### src/rtl/psesx_pkg.sv
/*
 Package for the processor status word block: bit positions, field
 widths, level and exception encodings, AXI4-Lite register offsets.
 Assumes a 32-bit AXI4-Lite register bus and one system clock.
*/
package psesx_pkg;
   localparam int DATA_W = 32;
   localparam int ADDR_W = 8;
   // register byte offsets
   localparam logic [7:0] OFS_STATUS = 8'h00;
   localparam logic [7:0] OFS_CTX_PTR = 8'h04;
   localparam logic [7:0] OFS_EVENT = 8'h08;
   localparam logic [7:0] OFS_CTRL_OUT = 8'h0c;
   // status word field positions
   localparam int B_FLUSH_INH = 25;
   localparam int B_FAST_INT = 24;
   localparam int B_CACHE_OFF = 23;
   localparam int B_OVF_TRAP = 22;
   localparam int B_FLAGS_HI = 21;
   localparam int B_FLAGS_LO = 18;
   localparam int B_STEP = 17;
   localparam int B_IML_HI = 16;
   localparam int B_IML_LO = 13;
   localparam int B_CUR_HI = 12;
   localparam int B_CUR_LO = 11;
   localparam int B_PRI_HI = 10;
   localparam int B_PRI_LO = 9;
   localparam int B_SAVE_REGS = 8;
   localparam int B_INIT_CTX = 7;
   localparam int B_SUB_HI = 6;
   localparam int B_SUB_LO = 3;
   localparam int B_TRACE_SUP = 2;
   localparam int B_CLS_HI = 1;
   localparam int B_CLS_LO = 0;
   // bits software may write (excludes 31..26, bit 08 and bit 02)
   localparam logic [31:0] WR_MASK = 32'h03fffefb;
   localparam logic [31:0] STATUS_RESET = 32'h00000000;
   localparam logic [3:0] IML_NONE = 4'h0;
   localparam logic [3:0] IML_ALL = 4'hf;

   typedef enum logic [1:0]
   {
      LVL_KERNEL = 2'b00,
      LVL_EXEC = 2'b01,
      LVL_SUPER = 2'b10,
      LVL_USER = 2'b11
   } psesx_level_t;

   typedef enum logic [1:0]
   {
      CLS_RESET = 2'b00,
      CLS_PROCESS = 2'b01,
      CLS_STACK = 2'b10,
      CLS_NORMAL = 2'b11
   } psesx_class_t;

   // normal class
   localparam logic [3:0] N_ZERO_DIV = 4'h0;
   localparam logic [3:0] N_TRACE = 4'h1;
   localparam logic [3:0] N_ILL_OP = 4'h2;
   localparam logic [3:0] N_RSV_OP = 4'h3;
   localparam logic [3:0] N_INV_DESC = 4'h4;
   localparam logic [3:0] N_EXT_MEM = 4'h5;
   localparam logic [3:0] N_GATE_VEC = 4'h6;
   localparam logic [3:0] N_ILL_LVL = 4'h7;
   localparam logic [3:0] N_RSV_DT = 4'h8;
   localparam logic [3:0] N_INT_OVF = 4'h9;
   localparam logic [3:0] N_PRIV_OP = 4'ha;
   localparam logic [3:0] N_BREAK = 4'hb;
   localparam logic [3:0] N_PRIV_REG = 4'hf;
   // stack class
   localparam logic [3:0] S_BOUND = 4'h0;
   localparam logic [3:0] S_FAULT = 4'h1;
   localparam logic [3:0] S_INT_ID = 4'h2;
   // process class
   localparam logic [3:0] P_OLD_CTX = 4'h0;
   localparam logic [3:0] P_GATE_CTX = 4'h1;
   localparam logic [3:0] P_NEW_CTX = 4'h4;
   // reset class
   localparam logic [3:0] R_OLD_CTX = 4'h0;
   localparam logic [3:0] R_SYS_DATA = 4'h1;
   localparam logic [3:0] R_INT_STACK = 4'h2;
   localparam logic [3:0] R_EXT_RESET = 4'h3;
   localparam logic [3:0] R_NEW_CTX = 4'h4;
   localparam logic [3:0] R_GATE_VEC = 4'h6;

   localparam int N_NORMAL = 13;
   localparam int N_OTHER = 12;

   // condition flags from the execute unit
   typedef struct packed
   {
      logic negative;
      logic zero;
      logic overflow;
      logic carry;
   } psesx_flags_t;

   // one exception report: class and subcode
   typedef struct packed
   {
      logic valid;
      psesx_class_t cls;
      logic [3:0] sub;
   } psesx_exc_t;

   // indexes of the 12 non-normal event inputs
   typedef enum logic [3:0]
   {
      EV_STK_BOUND = 4'h0,
      EV_STK_FAULT = 4'h1,
      EV_STK_INT_ID = 4'h2,
      EV_P_OLD = 4'h3,
      EV_P_GATE = 4'h4,
      EV_P_NEW = 4'h5,
      EV_R_OLD = 4'h6,
      EV_R_SYS = 4'h7,
      EV_R_ISTK = 4'h8,
      EV_R_EXT = 4'h9,
      EV_R_NEW = 4'ha,
      EV_R_GATE = 4'hb
   } psesx_event_t;
endpackage

### src/rtl/psesx_status.sv
/*
 Processor status word register with exception classification, level
 tracking, interrupt admission and context-block pointer, reachable
 over AXI4-Lite. Assumes the execute unit and sequencer drive the
 event inputs for one cycle each and that the bus master is a
 well-behaved AXI4-Lite master.
*/
`timescale 1ns/10ps
module psesx_status
(
   input wire logic SYS_CLK,
   input wire logic RESET,
   // AXI4-Lite slave
   input wire logic [psesx_pkg::ADDR_W-1:0] S_AWADDR,
   input wire logic S_AWVALID,
   output logic S_AWREADY,
   input wire logic [31:0] S_WDATA,
   input wire logic [3:0] S_WSTRB,
   input wire logic S_WVALID,
   output logic S_WREADY,
   output logic [1:0] S_BRESP,
   output logic S_BVALID,
   input wire logic S_BREADY,
   input wire logic [psesx_pkg::ADDR_W-1:0] S_ARADDR,
   input wire logic S_ARVALID,
   output logic S_ARREADY,
   output logic [31:0] S_RDATA,
   output logic [1:0] S_RRESP,
   output logic S_RVALID,
   input wire logic S_RREADY,
   // execute unit and sequencer
   input wire logic INSN_START,
   input wire logic INSN_DONE,
   input wire psesx_pkg::psesx_flags_t FLAGS_IN,
   input wire logic OVF_DETECT,
   input wire logic [psesx_pkg::N_NORMAL-1:0] NORMAL_EVENTS,
   input wire logic [psesx_pkg::N_OTHER-1:0] OTHER_EVENTS,
   input wire logic CONTEXT_SWITCH,
   input wire logic GATE_RETURN,
   input wire logic PROCESS_LOAD,
   input wire logic SAVE_REGS_IN,
   input wire logic SAVE_REGS_LOAD,
   input wire logic [1:0] NEW_LEVEL,
   input wire logic LEVEL_CHANGE,
   input wire logic [3:0] INT_PRIORITY,
   input wire logic INT_REQ,
   input wire logic INT_NMI,
   // status-driven control outputs
   output logic CACHE_FLUSH,
   output logic CACHE_BYPASS,
   output logic FAST_INT_PATH,
   output logic INT_ACCEPT,
   output logic TRACE_TRAP,
   output logic OVF_TRAP,
   output logic SAVE_REGS,
   output logic START_INITIAL,
   output psesx_pkg::psesx_exc_t EXC_OUT,
   output logic [31:0] STATUS_WORD
);

logic [31:0] status;
logic [31:0] ctx_ptr;
logic [31:0] next_status;
logic aw_held;
logic w_held;
logic [psesx_pkg::ADDR_W-1:0] aw_addr;
logic [31:0] w_data;
logic [3:0] w_strb;
logic wr_fire;
logic wr_priv_fail;
logic [31:0] strb_mask;
logic [3:0] normal_sub;
logic normal_any;
logic [3:0] other_sub;
logic [1:0] other_cls;
logic other_any;
logic stack_any;
logic flag_reset;
logic tracing;
logic is_kernel;

////////////////////////////////////////////////////////////////////////
// AXI4-Lite write path

assign wr_fire = aw_held && w_held && !S_BVALID;
assign is_kernel = status[psesx_pkg::B_CUR_HI:psesx_pkg::B_CUR_LO]
   == psesx_pkg::LVL_KERNEL;
assign wr_priv_fail = wr_fire && !is_kernel &&
   (aw_addr == psesx_pkg::OFS_STATUS || aw_addr == psesx_pkg::OFS_CTX_PTR);

always_ff @(posedge SYS_CLK or posedge RESET)
begin
   if (RESET)
   begin
      aw_held <= 1'b0;
      w_held <= 1'b0;
      aw_addr <= '0;
      w_data <= 32'h00000000;
      w_strb <= 4'h0;
      S_AWREADY <= 1'b0;
      S_WREADY <= 1'b0;
      S_BVALID <= 1'b0;
      S_BRESP <= 2'h0;
   end
   else
   begin
      S_AWREADY <= !aw_held && !(S_AWVALID && S_AWREADY);
      S_WREADY <= !w_held && !(S_WVALID && S_WREADY);
      if (S_AWVALID && S_AWREADY)
      begin
         aw_held <= 1'b1;
         aw_addr <= S_AWADDR;
      end
      if (S_WVALID && S_WREADY)
      begin
         w_held <= 1'b1;
         w_data <= S_WDATA;
         w_strb <= S_WSTRB;
      end
      if (wr_fire)
      begin
         S_BVALID <= 1'b1;
         // unmapped and privilege-refused writes answer SLVERR
         if (wr_priv_fail || aw_addr > psesx_pkg::OFS_CTRL_OUT ||
             aw_addr[1:0] != 2'h0)
            S_BRESP <= 2'h2;
         else
            S_BRESP <= 2'h0;
      end
      if (S_BVALID && S_BREADY)
      begin
         S_BVALID <= 1'b0;
         aw_held <= 1'b0;
         w_held <= 1'b0;
         S_AWREADY <= 1'b1;
         S_WREADY <= 1'b1;
      end
   end
end

genvar gi;
generate
   for (gi = 0; gi < 4; gi++)
   begin : g_strb
      assign strb_mask[gi*8 +: 8] = {8{w_strb[gi]}};
   end
endgenerate

////////////////////////////////////////////////////////////////////////
// exception priority: lowest normal subcode index wins

always_comb
begin
   normal_any = |NORMAL_EVENTS;
   normal_sub = psesx_pkg::N_ZERO_DIV;
   for (int i = psesx_pkg::N_NORMAL - 1; i >= 0; i--)
   begin
      if (NORMAL_EVENTS[i])
      begin
         case (i)
            0: normal_sub = psesx_pkg::N_ZERO_DIV;
            1: normal_sub = psesx_pkg::N_TRACE;
            2: normal_sub = psesx_pkg::N_ILL_OP;
            3: normal_sub = psesx_pkg::N_RSV_OP;
            4: normal_sub = psesx_pkg::N_INV_DESC;
            5: normal_sub = psesx_pkg::N_EXT_MEM;
            6: normal_sub = psesx_pkg::N_GATE_VEC;
            7: normal_sub = psesx_pkg::N_ILL_LVL;
            8: normal_sub = psesx_pkg::N_RSV_DT;
            9: normal_sub = psesx_pkg::N_INT_OVF;
            10: normal_sub = psesx_pkg::N_PRIV_OP;
            11: normal_sub = psesx_pkg::N_BREAK;
            default: normal_sub = psesx_pkg::N_PRIV_REG;
         endcase
      end
   end
end

// reset class outranks process, which outranks stack
always_comb
begin
   other_any = |OTHER_EVENTS;
   other_sub = psesx_pkg::S_BOUND;
   other_cls = psesx_pkg::CLS_STACK;
   for (int i = 0; i < psesx_pkg::N_OTHER; i++)
   begin
      if (OTHER_EVENTS[i])
      begin
         case (i)
            0:
            begin
               other_cls = psesx_pkg::CLS_STACK;
               other_sub = psesx_pkg::S_BOUND;
            end
            1:
            begin
               other_cls = psesx_pkg::CLS_STACK;
               other_sub = psesx_pkg::S_FAULT;
            end
            2:
            begin
               other_cls = psesx_pkg::CLS_STACK;
               other_sub = psesx_pkg::S_INT_ID;
            end
            3:
            begin
               other_cls = psesx_pkg::CLS_PROCESS;
               other_sub = psesx_pkg::P_OLD_CTX;
            end
            4:
            begin
               other_cls = psesx_pkg::CLS_PROCESS;
               other_sub = psesx_pkg::P_GATE_CTX;
            end
            5:
            begin
               other_cls = psesx_pkg::CLS_PROCESS;
               other_sub = psesx_pkg::P_NEW_CTX;
            end
            6:
            begin
               other_cls = psesx_pkg::CLS_RESET;
               other_sub = psesx_pkg::R_OLD_CTX;
            end
            7:
            begin
               other_cls = psesx_pkg::CLS_RESET;
               other_sub = psesx_pkg::R_SYS_DATA;
            end
            8:
            begin
               other_cls = psesx_pkg::CLS_RESET;
               other_sub = psesx_pkg::R_INT_STACK;
            end
            9:
            begin
               other_cls = psesx_pkg::CLS_RESET;
               other_sub = psesx_pkg::R_EXT_RESET;
            end
            10:
            begin
               other_cls = psesx_pkg::CLS_RESET;
               other_sub = psesx_pkg::R_NEW_CTX;
            end
            default:
            begin
               other_cls = psesx_pkg::CLS_RESET;
               other_sub = psesx_pkg::R_GATE_VEC;
            end
         endcase
      end
   end
end

assign stack_any = |OTHER_EVENTS[2:0];
assign flag_reset = NORMAL_EVENTS[0] || NORMAL_EVENTS[4] ||
   NORMAL_EVENTS[8] || stack_any;

////////////////////////////////////////////////////////////////////////
// status word next value; hardware events applied after software write

always_comb
begin
   next_status = status;
   if (wr_fire && !wr_priv_fail && aw_addr == psesx_pkg::OFS_STATUS)
      next_status = (status & ~(psesx_pkg::WR_MASK & strb_mask)) |
         (w_data & psesx_pkg::WR_MASK & strb_mask);
   if (INSN_DONE)
      next_status[psesx_pkg::B_FLAGS_HI:psesx_pkg::B_FLAGS_LO] =
         FLAGS_IN;
   if (LEVEL_CHANGE)
   begin
      next_status[psesx_pkg::B_PRI_HI:psesx_pkg::B_PRI_LO] =
         status[psesx_pkg::B_CUR_HI:psesx_pkg::B_CUR_LO];
      next_status[psesx_pkg::B_CUR_HI:psesx_pkg::B_CUR_LO] =
         NEW_LEVEL;
   end
   if (SAVE_REGS_LOAD)
      next_status[psesx_pkg::B_SAVE_REGS] = SAVE_REGS_IN;
   if (INSN_START)
      next_status[psesx_pkg::B_TRACE_SUP] = 1'b1;
   if (CONTEXT_SWITCH || GATE_RETURN || normal_any || other_any ||
       wr_priv_fail || INT_ACCEPT)
      next_status[psesx_pkg::B_TRACE_SUP] = 1'b0;
   if (OVF_TRAP)
      next_status[psesx_pkg::B_OVF_TRAP] = 1'b0;
   if (other_any)
   begin
      next_status[psesx_pkg::B_CLS_HI:psesx_pkg::B_CLS_LO] = other_cls;
      next_status[psesx_pkg::B_SUB_HI:psesx_pkg::B_SUB_LO] = other_sub;
   end
   else if (normal_any || wr_priv_fail)
   begin
      next_status[psesx_pkg::B_CLS_HI:psesx_pkg::B_CLS_LO] =
         psesx_pkg::CLS_NORMAL;
      next_status[psesx_pkg::B_SUB_HI:psesx_pkg::B_SUB_LO] =
         normal_any ? normal_sub : psesx_pkg::N_PRIV_REG;
   end
   if (flag_reset)
      next_status[psesx_pkg::B_FLAGS_HI:psesx_pkg::B_FLAGS_LO] =
         4'h0;
   next_status[31:26] = 6'h00;
end

always_ff @(posedge SYS_CLK or posedge RESET)
begin
   if (RESET)
      status <= psesx_pkg::STATUS_RESET;
   else
      status <= next_status;
end

always_ff @(posedge SYS_CLK or posedge RESET)
begin
   if (RESET)
      ctx_ptr <= 32'h00000000;
   else if (wr_fire && !wr_priv_fail && aw_addr == psesx_pkg::OFS_CTX_PTR)
      ctx_ptr <= (ctx_ptr & ~strb_mask) | (w_data & strb_mask);
end

////////////////////////////////////////////////////////////////////////
// control outputs

// tracing armed only while not masked for the current instruction
assign tracing = status[psesx_pkg::B_STEP] &&
   !status[psesx_pkg::B_TRACE_SUP];

always_ff @(posedge SYS_CLK or posedge RESET)
begin
   if (RESET)
   begin
      CACHE_FLUSH <= 1'b0;
      CACHE_BYPASS <= 1'b0;
      FAST_INT_PATH <= 1'b0;
      INT_ACCEPT <= 1'b0;
      TRACE_TRAP <= 1'b0;
      OVF_TRAP <= 1'b0;
      SAVE_REGS <= 1'b0;
      START_INITIAL <= 1'b0;
      EXC_OUT <= '0;
      STATUS_WORD <= psesx_pkg::STATUS_RESET;
   end
   else
   begin
      CACHE_FLUSH <= PROCESS_LOAD && !status[psesx_pkg::B_FLUSH_INH];
      CACHE_BYPASS <= next_status[psesx_pkg::B_CACHE_OFF];
      FAST_INT_PATH <= next_status[psesx_pkg::B_FAST_INT];
      INT_ACCEPT <= INT_NMI || (INT_REQ && INT_PRIORITY >
         status[psesx_pkg::B_IML_HI:psesx_pkg::B_IML_LO]);
      TRACE_TRAP <= INSN_DONE && tracing;
      OVF_TRAP <= OVF_DETECT && status[psesx_pkg::B_OVF_TRAP] &&
         !OVF_TRAP;
      SAVE_REGS <= next_status[psesx_pkg::B_SAVE_REGS];
      START_INITIAL <= next_status[psesx_pkg::B_INIT_CTX];
      EXC_OUT.valid <= other_any || normal_any || wr_priv_fail;
      EXC_OUT.cls <= psesx_pkg::psesx_class_t'(
         next_status[psesx_pkg::B_CLS_HI:psesx_pkg::B_CLS_LO]);
      EXC_OUT.sub <= next_status[psesx_pkg::B_SUB_HI:psesx_pkg::B_SUB_LO];
      STATUS_WORD <= next_status;
   end
end

////////////////////////////////////////////////////////////////////////
// AXI4-Lite read path

always_ff @(posedge SYS_CLK or posedge RESET)
begin
   if (RESET)
   begin
      S_ARREADY <= 1'b0;
      S_RVALID <= 1'b0;
      S_RDATA <= 32'h00000000;
      S_RRESP <= 2'h0;
   end
   else
   begin
      S_ARREADY <= !S_RVALID && !(S_ARVALID && S_ARREADY);
      if (S_ARVALID && S_ARREADY)
      begin
         S_RVALID <= 1'b1;
         S_RRESP <= 2'h0;
         case (S_ARADDR)
            psesx_pkg::OFS_STATUS: S_RDATA <= status;
            psesx_pkg::OFS_CTX_PTR: S_RDATA <= ctx_ptr;
            psesx_pkg::OFS_EVENT: S_RDATA <= {27'h0000000, OVF_TRAP,
               TRACE_TRAP, INT_ACCEPT, CACHE_FLUSH, EXC_OUT.valid};
            psesx_pkg::OFS_CTRL_OUT: S_RDATA <= {28'h0000000, START_INITIAL,
               SAVE_REGS, FAST_INT_PATH, CACHE_BYPASS};
            default:
            begin
               S_RDATA <= 32'h00000000;
               S_RRESP <= 2'h2;
            end
         endcase
      end
      else if (S_RVALID && S_RREADY)
      begin
         S_RVALID <= 1'b0;
         S_ARREADY <= 1'b1;
      end
   end
end

endmodule // psesx_status

### config.mk
export PLATFORM = sky130hd
export DESIGN_NAME = psesx_status
export DESIGN_NICKNAME = d
export VERILOG_FILES = /design/src/rtl/psesx_pkg.sv /design/src/rtl/psesx_status.sv
export SDC_FILE = /design/constraint.sdc
export NUM_CORES = 1
export LEC_CHECK = 0
export BUFFER_PORTS_ARGS = -buffer_cell sky130_fd_sc_hd__buf_2
export CAP_MARGIN = 20
export CELL_PAD_IN_SITES_DETAIL_PLACEMENT = 1
export CELL_PAD_IN_SITES_GLOBAL_PLACEMENT = 2
export CORE_MARGIN = 2
export CORE_UTILIZATION = 28
export CTS_BUF_LIST = sky130_fd_sc_hd__clkbuf_8
export CTS_CLUSTER_SIZE = 14
export DETAILED_ROUTE_END_ITERATION = 7
export PLACE_DENSITY = 0.76
export SLEW_MARGIN = 5
export SYNTH_ARGS = -nofsm -noshare
export SYNTH_HDL_FRONTEND = slang
export SYNTH_SLANG_ARGS = --single-unit
### constraint.sdc
create_clock -name SYS_CLK -period 8.2 [get_ports SYS_CLK]
set_input_delay 1.64 -clock SYS_CLK [delete_from_list [all_inputs] [get_ports SYS_CLK]]
set_output_delay 1.64 -clock SYS_CLK [all_outputs]
set_load 0.02 [all_outputs]
* Yosys cells after proc, flatten, opt, wreduce, memory -nomap -nowiden *
Index checks and enable logic that the tools add are counted.
W data, S select, Z words.

word-level totals
  input port bits = 105
  register bits = 160
  logic and storage cells = 170

cells by class
  reductions and logical operators = 64
  multiplexer cells = 61
  eq/ne operators = 4
  $lt $le $gt $ge = 2
  bitwise operators = 8

operator list
  kind                  number
  $pmux W32 S4          1
  $mux W4               29
  $and A32 B32 Y32      2
  $and A26 B26 Y26      2
  $not A32 Y32          1
  $or A32 B32 Y32       1
  $mux W2               13
  $not A26 Y26          1
  $or A26 B26 Y26       1
  $mux W25              1
  $logic_and A1 B1 Y1   21
  $mux W1               17
  $eq A8 B3 Y1 const B  2
  $eq A8 B4 Y1 const B  2
  $logic_not A8 Y1      2
  $logic_or A1 B1 Y1    15
  $reduce_bool A2 Y1    7
  $reduce_or A13 Y1     1
  $logic_not A1 Y1      12
  $reduce_or A12 Y1     1
  $gt A8 B4 Y1 const B  1
  $reduce_bool A3 Y1    2
  $gt A4 B4 Y1          1
  $reduce_or A4 Y1      1
  other kinds (2)       2

* Depth between registers and ports, before layout *
Gate-level depths: netlist (run 1).

  depth in word-level cells = 16
  depth in mapped cells = 7

* Worst setup path before layout (run 1) *
Ideal clock, no wire load.

  path type = input to register
  start = in OTHER_EVENTS[9] (netlist bit)
  end = reg EXC_OUT[1] (netlist bit)
  required time = 8.074 ns
  stages = 5
  library setup time = 0.126 ns
  buffers on the path = 0
  arrival time = 3.028 ns
  slack = 5.046 ns
  cell sequence = nor4_1 -> and4b_1 -> nand3b_1 -> nand2b_1 -> o32a_1

on the way
  word-level cells in the longest chain between the ends = 4

RTL lines
  what                  line                 text
  from (decl)           psesx_status.sv:37   input wire logic [psesx_pkg::N_OTHER-1:0] OTHER_EVENTS,
  $mux W4 (3 in a row)  psesx_status.sv:187  if (OTHER_EVENTS[i])
  $mux W4 *             psesx_status.sv:287  if (other_any)
  to (decl)             psesx_status.sv:57   output psesx_pkg::psesx_exc_t EXC_OUT,

Mark *: on every way between the ends. The rest lies on a longest branch, timed or not.
A chain may end at the register's enable or synchronous reset.

* Final worst setup path (run 1) *
  start = in S_ARADDR[5] (netlist bit)
  end = reg S_RDATA[13]

on the way
  word-level cells in the longest chain between the ends = 2

RTL lines
  what                                  line                 text
  from (decl)                           psesx_status.sv:24   input wire logic [psesx_pkg::ADDR_W-1:0] S_ARADDR,
  $eq A8 B4 Y1 (tied with other cells)  psesx_status.sv:382  case (S_ARADDR)
  $pmux W32 S4 *                        psesx_status.sv:382
  to (signal assigned)                  psesx_status.sv:383  psesx_pkg::OFS_STATUS: S_RDATA <= status;
  to (signal assigned)                  psesx_status.sv:384  psesx_pkg::OFS_CTX_PTR: S_RDATA <= ctx_ptr;
  to (signal assigned)                  psesx_status.sv:385  psesx_pkg::OFS_EVENT: S_RDATA <= {27'h0000000, OVF_TRAP,
  to (decl)                             psesx_status.sv:27   output logic [31:0] S_RDATA,

Marks and branches as above.

==> results_dict.tcl, run 1 <==
set metrics [dict create \
    status "complete, no violations" \
    gp_congestion 0.726 \
    fin_crit_ns 3.24 \
    synth_cell_types 54 \
    drtIter0Drc 134 \
    fin_area_um2 8090 \
    dpl_cell_area_um2 7700 \
    hold_viol_final 0 \
    cts_root_buf "clkbuf_8" \
    overflow 0 \
    pwr-share-comb 0.183 \
    slew_violations 0 \
    postCtsSetupBuffers 0 \
    clk-insertion-delay-late_ns 0.45 \
    multiInputGateArea_um2 2590 \
    area_growth_syn_to_layout_pct 24.1 \
    ctsLongestPathBuffers 2 \
    clockPowerShare 0.286 \
    startpoint_type "input port" \
    async_flop_share 1.00 \
    clock_skew_ns 0.0148 \
    htree_levels 4 \
    vias_per_cell 4.66 \
    swShare 0.304 \
    drc_errors 0 \
    core_um2 22800 \
    critPathKind "in2reg" \
    synth.yosys.seq_area_share 0.568 \
    synth_flop_cell "dfrtp_1" \
    ir_worst_vdd_uv 123 \
    post-route-period-util 0.395 \
    maxSlewHeadroom 0.338 \
    yosys.cell_count.top_type "dfrtp_1" \
    avgRoutedWirePerCell_um 17.8 \
    setup_tns_ns 0 \
    cp-end-kind "flip-flop" \
    ctsResizeCount 0 \
    leakage_uw 0.00393 \
    syn_area_um2 6520 \
    grt_max_degree 76 \
    grt_first_pass_wirelength_um 29000 \
    seqPwrFrac 0.531 \
    io_buffer_count 184 \
    p_switching_uw 566 \
    track_usage 0.157 \
    syn_avg_cell_area_um2 11.9 \
    timing.fmax_ghz 0.309 \
    synthTopCellsByCount "148 x dfrtp_1, 89 x mux2_2, 59 x nand2_1, 45 x o21ai_0, 21 x a22oi_1" \
    grt_antenna_before_repair 2 \
    fill_cells 2588 \
    ys_warn_count 0 \
    drive_above_1_share 0.439 \
    synth-edff-count 0 \
    cts_sinks 148 \
    ant_nets 0 \
    num_vias 4914 \
    top_level_ports 193 \
    initial_utilization 0.286 \
    rsz0062_at_grt "no" \
    p_per_area_nw_per_um2 230 \
    synthCells 547 \
    worst_pin_slew_ns 0.992 \
    cts_tree "yes" \
    fp.dieH_um 157 \
    ys_ff_latch 148 \
    required_ns 8.56 \
    die_w_um 157 \
    p_int_uw 1290 \
    numCtsBuffers 17 \
    dp_hpwl_um 13700 \
    grt_pass1_vias 5089 \
    synth_top_area_frac 0.568 \
    hold_buffers 0 \
    fin_nets 836 \
    firstDrtPassIters 5 \
    routed_wl_um 18800 \
    synth_area_leaders "dfrtp_1 57%, mux2_2 15%, o21ai_0 3.5%" \
    row_count 55 \
    cp_max_fo 20 \
    hp-class "reg2reg" \
    synth_top_area_cell "dfrtp_1" \
    dieArea_um2 24500 \
    setup-violations-final 0 \
    clk_pin_slew_worst_paths_ns 0.08 \
    regArea_um2 3700 \
    crit_arrival_ns 3.60 \
    maxCapViolCount 0 \
]
==> cell families (layout without fill, tap and decap cells) <==
logic type	after synthesis	after routing	share of synthesized area
AND/OR/NAND/NOR	132	132	0.104
flip-flops	148	148	0.568
buffers and inverters	51	237	0.0397
AO/OA/AOI/OAI	110	110	0.108
adder cells (fa/ha/maj)	4	4	0.00767
multiplexers	101	101	0.172
other	1	9	0.000575
==> power by group through the flow <==
stage / Combinational [uW] / Clock, uW / Sequential, uW
2_1_floorplan: 244 / 0 / 972
3_3_place_gp: 337 / 0 / 1000
3_5_place_dp: 346 / 0 / 1010
4_1_cts: 348 / 556 / 992
5_1_grt: 373 / 589 / 1010
6_report: 340 / 532 / 989
==> cell usage in the layout, fill, tap and decap left out, drive strengths merged, types with 3 or more instances in the layout <==
cell and instances:
o21bai 5, mux2i 11, mux2 90, nor2 15, or4 3, o21ai 45
nor2b 4, nor4 8, nand2b 3, or2 3, nand3 4, buf 190
clkinvlp 5, nand2 64, dfrtp 148, a31oi 5, ha 4, o21a 3
a22oi 21, nor3 12, a21oi 10, inv 17, a222oi 4, conb 8
clkbuf 22, clkinv 3
==> path summary, 6_finish.rpt <==
path / from / to / slack, ns / cells after the start
max: S_ARADDR[5] / S_RDATA[13]$_DFFE_PP0P_ / 4.96 / 6
min: S_RDATA[7]$_DFFE_PP0P_ / S_RDATA[7]$_DFFE_PP0P_ / 0.48 / 2
max reg2reg: S_BVALID$_DFFE_PP0P_ / flip-flop / 5.76 / 4
min reg2reg: S_RDATA[7]$_DFFE_PP0P_ / S_RDATA[7]$_DFFE_PP0P_ / 0.48 / 2
max in group asynchronous: RESET / STATUS_WORD[6]$_DFFE_PP0P_ / 5.46 / 3
min in group asynchronous: RESET / STATUS_WORD[21]$_DFFE_PP0P_ / 1.29 / 2
==> through the flow <==
stage	hold WS, ns	power (uW)	worst slack, ns	utilization	instances
floorplan	0.465	1220	2.58	-	554
global placement	0.459	1340	4.53	0.338	1020
detailed placement	0.465	1350	4.44	0.338	1020
CTS	0.484	1900	4.94	0.355	1052
global route	0.522	1970	4.82	0.355	1053
finish	0.478	1860	4.96	0.355	1054
==> cell type report <==
cell class              instances  share of cell area
clock inverters                10             0.00866
diodes                          1            0.000309
inverters                      15             0.00758
well taps                     313              0.0484
clock buffers                  22              0.0374
repair buffers                190               0.120
flip-flops and latches        148               0.458
multi-input cells             355               0.320
==> worst max-delay path, cell delays in order <==
cell and delay, ns:
buf_2 0.09, nor4_1 0.51, and3_1 0.59, buf_4 0.38
a22oi_1 0.14, o21ai_0 0.23
==> per-layer routing <==
| layer | share of wire | vias to the layer above | wire (um) | global-route usage |
|---|---|---|---|---|
| li1 | - | 2310 | - | - |
| met4 | 0.011 | 2 | 203 | 0.0389 |
| met3 | 0.046 | 20 | 866 | 0.0432 |
| met5 | 0.00069 | - | 13 | 0 |
| met2 | 0.48 | 130 | 9080 | 0.257 |
| met1 | 0.46 | 2452 | 8600 | 0.206 |
Power figures use the tool's default switching activity.
==> run 2: changes to the inputs <==
- ABC_AREA: not set -> 1
- PLACE_DENSITY: 0.76 -> 0.84
- clock period: 8.2 -> 2.65 ns (I/O delays scaled with it)
==> run 2 against run 1 <==
Compared with the run above:
- worst hold slack got worse by 0.35 ns
- clock power grew to 3.2 times the previous value
- power rose to 3.3 times the previous value
- clock skew is 0.0040 ns higher
- die area increased by 5.5%
- sequential share of layout area shrank 2.0 points
- critical path depth up 1
- combinational power grew to 4.0 times the previous value
- register-to-register slack got worse by 5.0 ns
- synthesized cell count rose by 49%
- global-route usage rose by 0.85 points
- wire length up 10%
- critical path type is now reg2reg
- largest power group unchanged
==> results_dict.tcl, run 2 <==
set metrics [dict create \
    htree_levels 4 \
    drtIter0Drc 326 \
    critPathKind "reg2reg" \
    synth_fa_ha_area_frac 0.00726 \
    synth_compound_area_frac 0.136 \
    track_usage 0.165 \
    fp.dieH_um 161 \
    hold_viol_final 0 \
    gp_congestion 0.815 \
    synth_top_area_cell "dfrtp_1" \
    layout_common_cells "272 x nand2_1, 184 x buf_2, 148 x dfrtp_1" \
    muxShareOfSynthArea 0.00218 \
    r2r_slack_ns 0.80 \
    fill_cells 2945 \
    num_vias 5947 \
    synth.yosys.seq_area_share 0.537 \
    cp_max_fo 13 \
    grt_max_degree 67 \
    antenna_cells 0 \
    cts_tree "yes" \
    post-route-period-util 0.699 \
    grt_pass1_vias 6180 \
    fin_crit_ns 1.85 \
    cp-end-kind "flip-flop" \
    ys_warn_count 0 \
    cts_root_buf "clkbuf_8" \
    clk_pin_slew_worst_paths_ns 0.08 \
    async_flop_share 1.00 \
    crit_arrival_ns 2.21 \
    timing.fmax_ghz 0.540 \
    maxSlewHeadroom 0.531 \
    area_growth_syn_to_layout_pct 22.7 \
    maxCapViolCount 0 \
    synth_top_area_frac 0.537 \
    synth_flop_cell "dfrtp_1" \
    row_count 57 \
    die_w_um 161 \
    synth_area_leaders "dfrtp_1 54%, nand2_1 15%, o21ai_0 6.1%" \
    dp_slack_ns 0.543 \
    rsz0062_at_grt "no" \
    startpoint_type "flip-flop" \
    slew_violations 0 \
    worst_pin_slew_ns 0.697 \
    hp-class "in2async" \
    fin_nets 1100 \
    setup-violations-final 0 \
    overflow 0 \
    ant_nets 0 \
    postCtsSetupBuffers 0 \
    ctsResizeCount 0 \
    numCtsBuffers 17 \
    synthTopCellsByCount "272 x nand2_1, 148 x dfrtp_1, 94 x inv_1, 84 x o21ai_0, 33 x nor2_1" \
    p_per_area_nw_per_um2 722 \
    routed_wl_um 20600 \
    syn_avg_cell_area_um2 8.47 \
    final_common_cell "nand2_1" \
    hold_buffers 0 \
    grt_first_pass_wirelength_um 33400 \
    io_buffer_count 184 \
    avgRoutedWirePerCell_um 15.5 \
    top_level_ports 193 \
    status "complete, no violations" \
    yosys.cell_count.top_type "nand2_1" \
    ys_ff_latch 148 \
    synthCells 814 \
    synth-edff-count 0 \
    drc_errors 0 \
    grt_antenna_before_repair 2 \
    synth_cell_types 42 \
    firstDrtPassIters 4 \
    ir_worst_vdd_uv 237 \
    core_um2 24200 \
    drive_above_1_share 0.273 \
    setup_ws_ns 0.798 \
    clk-insertion-delay-late_ns 0.45 \
    required_ns 3.01 \
    dieArea_um2 25900 \
    vias_per_cell 4.48 \
    dp_hpwl_um 15700 \
    syn_area_um2 6890 \
    synth-xor-area-share 0 \
    leakage_uw 0.00444 \
    initial_utilization 0.284 \
    clock_skew_ns 0.0188 \
    ctsLongestPathBuffers 2 \
    synth-simple-area-share 0.224 \
    setup_tns_ns 0 \
    cts_sinks 148 \
    synth_top_family_by_area "simple AND/OR/NAND/NOR gates" \
]
## run 2: changes by cell type after synthesis, moves of 21 or more
cell,before,now
o21ai_0,45,84
inv_1,15,94
mux2_2,89,0
a22oi_1,21,0
o21ai_1,0,24
nand2_1,59,272
## run 2: path summary, 6_finish.rpt
path / startpoint / to / depth (start not counted)
max: STATUS_WORD[12]$_DFFE_PP0P_ / STATUS_WORD[20]$_DFFE_PP0P_ / 7
min: RESET / S_RDATA[14]$_DFFE_PP0P_ / 2
max reg2reg: STATUS_WORD[12]$_DFFE_PP0P_ / STATUS_WORD[20]$_DFFE_PP0P_ / 7
min reg2reg: S_RDATA[1]$_DFFE_PP0P_ / S_RDATA[1]$_DFFE_PP0P_ / 2
max in group asynchronous: RESET / async pin / 3
min in group SYS_CLK: S_AWADDR[3] / aw_addr[3]$_DFFE_PP0P_ / 3
## run 2: report_power, final
part	internal (uW)	switching (uW)	leakage, uW
registers	2710	316	0.00194
clock network	827	883	0.000200
logic	445	929	0.00230
total	3980	2130	0.00444
## run 2: cell families (layout without fill, tap and decap cells)
kind of cell,count (synthesis),in the layout
flip-flops,148,148
multiplexers,1,1
AO/OA/AOI/OAI,159,159
AND/OR/NAND/NOR,360,360
other,1,8
buffers and inverters,141,324
adder cells (fa/ha/maj),4,4
## run 2: area by class of cell
cell class                 instances  area [um^2]  share of cell area
clock buffer                      17          234              0.0277
clock inverter                    15          141              0.0167
inverter                          99          377              0.0445
multi-input combinational        532         2580               0.305
sequential                       148         3700               0.438
tap                              324          405              0.0479
timing repair buffer             193         1010               0.120
## run 2: per-layer routing
metal,vias up,wire (um),track usage
li1,2926,-,-
met1,2846,9730,0.222
met2,149,9510,0.265
met3,22,1090,0.0400
met4,4,288,0.0503
met5,-,27,0
## run 2: through the flow
| step | utilization | hold WS (ns) | power [uW] | instance area, um^2 | std cells |
|---|---|---|---|---|---|
| floorplan | - | 0.449 | 3970 | 6920 | 821 |
| global placement | 0.333 | 0.460 | 4430 | 8080 | 1296 |
| detailed placement | 0.333 | 0.463 | 4480 | 8080 | 1296 |
| CTS | 0.349 | 0.109 | 6210 | 8460 | 1328 |
| global route | 0.349 | 0.138 | 6550 | 8460 | 1328 |
| finish | 0.349 | 0.125 | 6110 | 8460 | 1328 |
## run 2: worst max-delay path, cell delays in order (launching register included)
cell	delay, ns
dfrtp_1	0.42
nor2_2	0.19
inv_1	0.09
nor2_2	0.17
nand3_2	0.36
o21ai_0	0.26
o21ai_0	0.11
o21ai_0	0.16
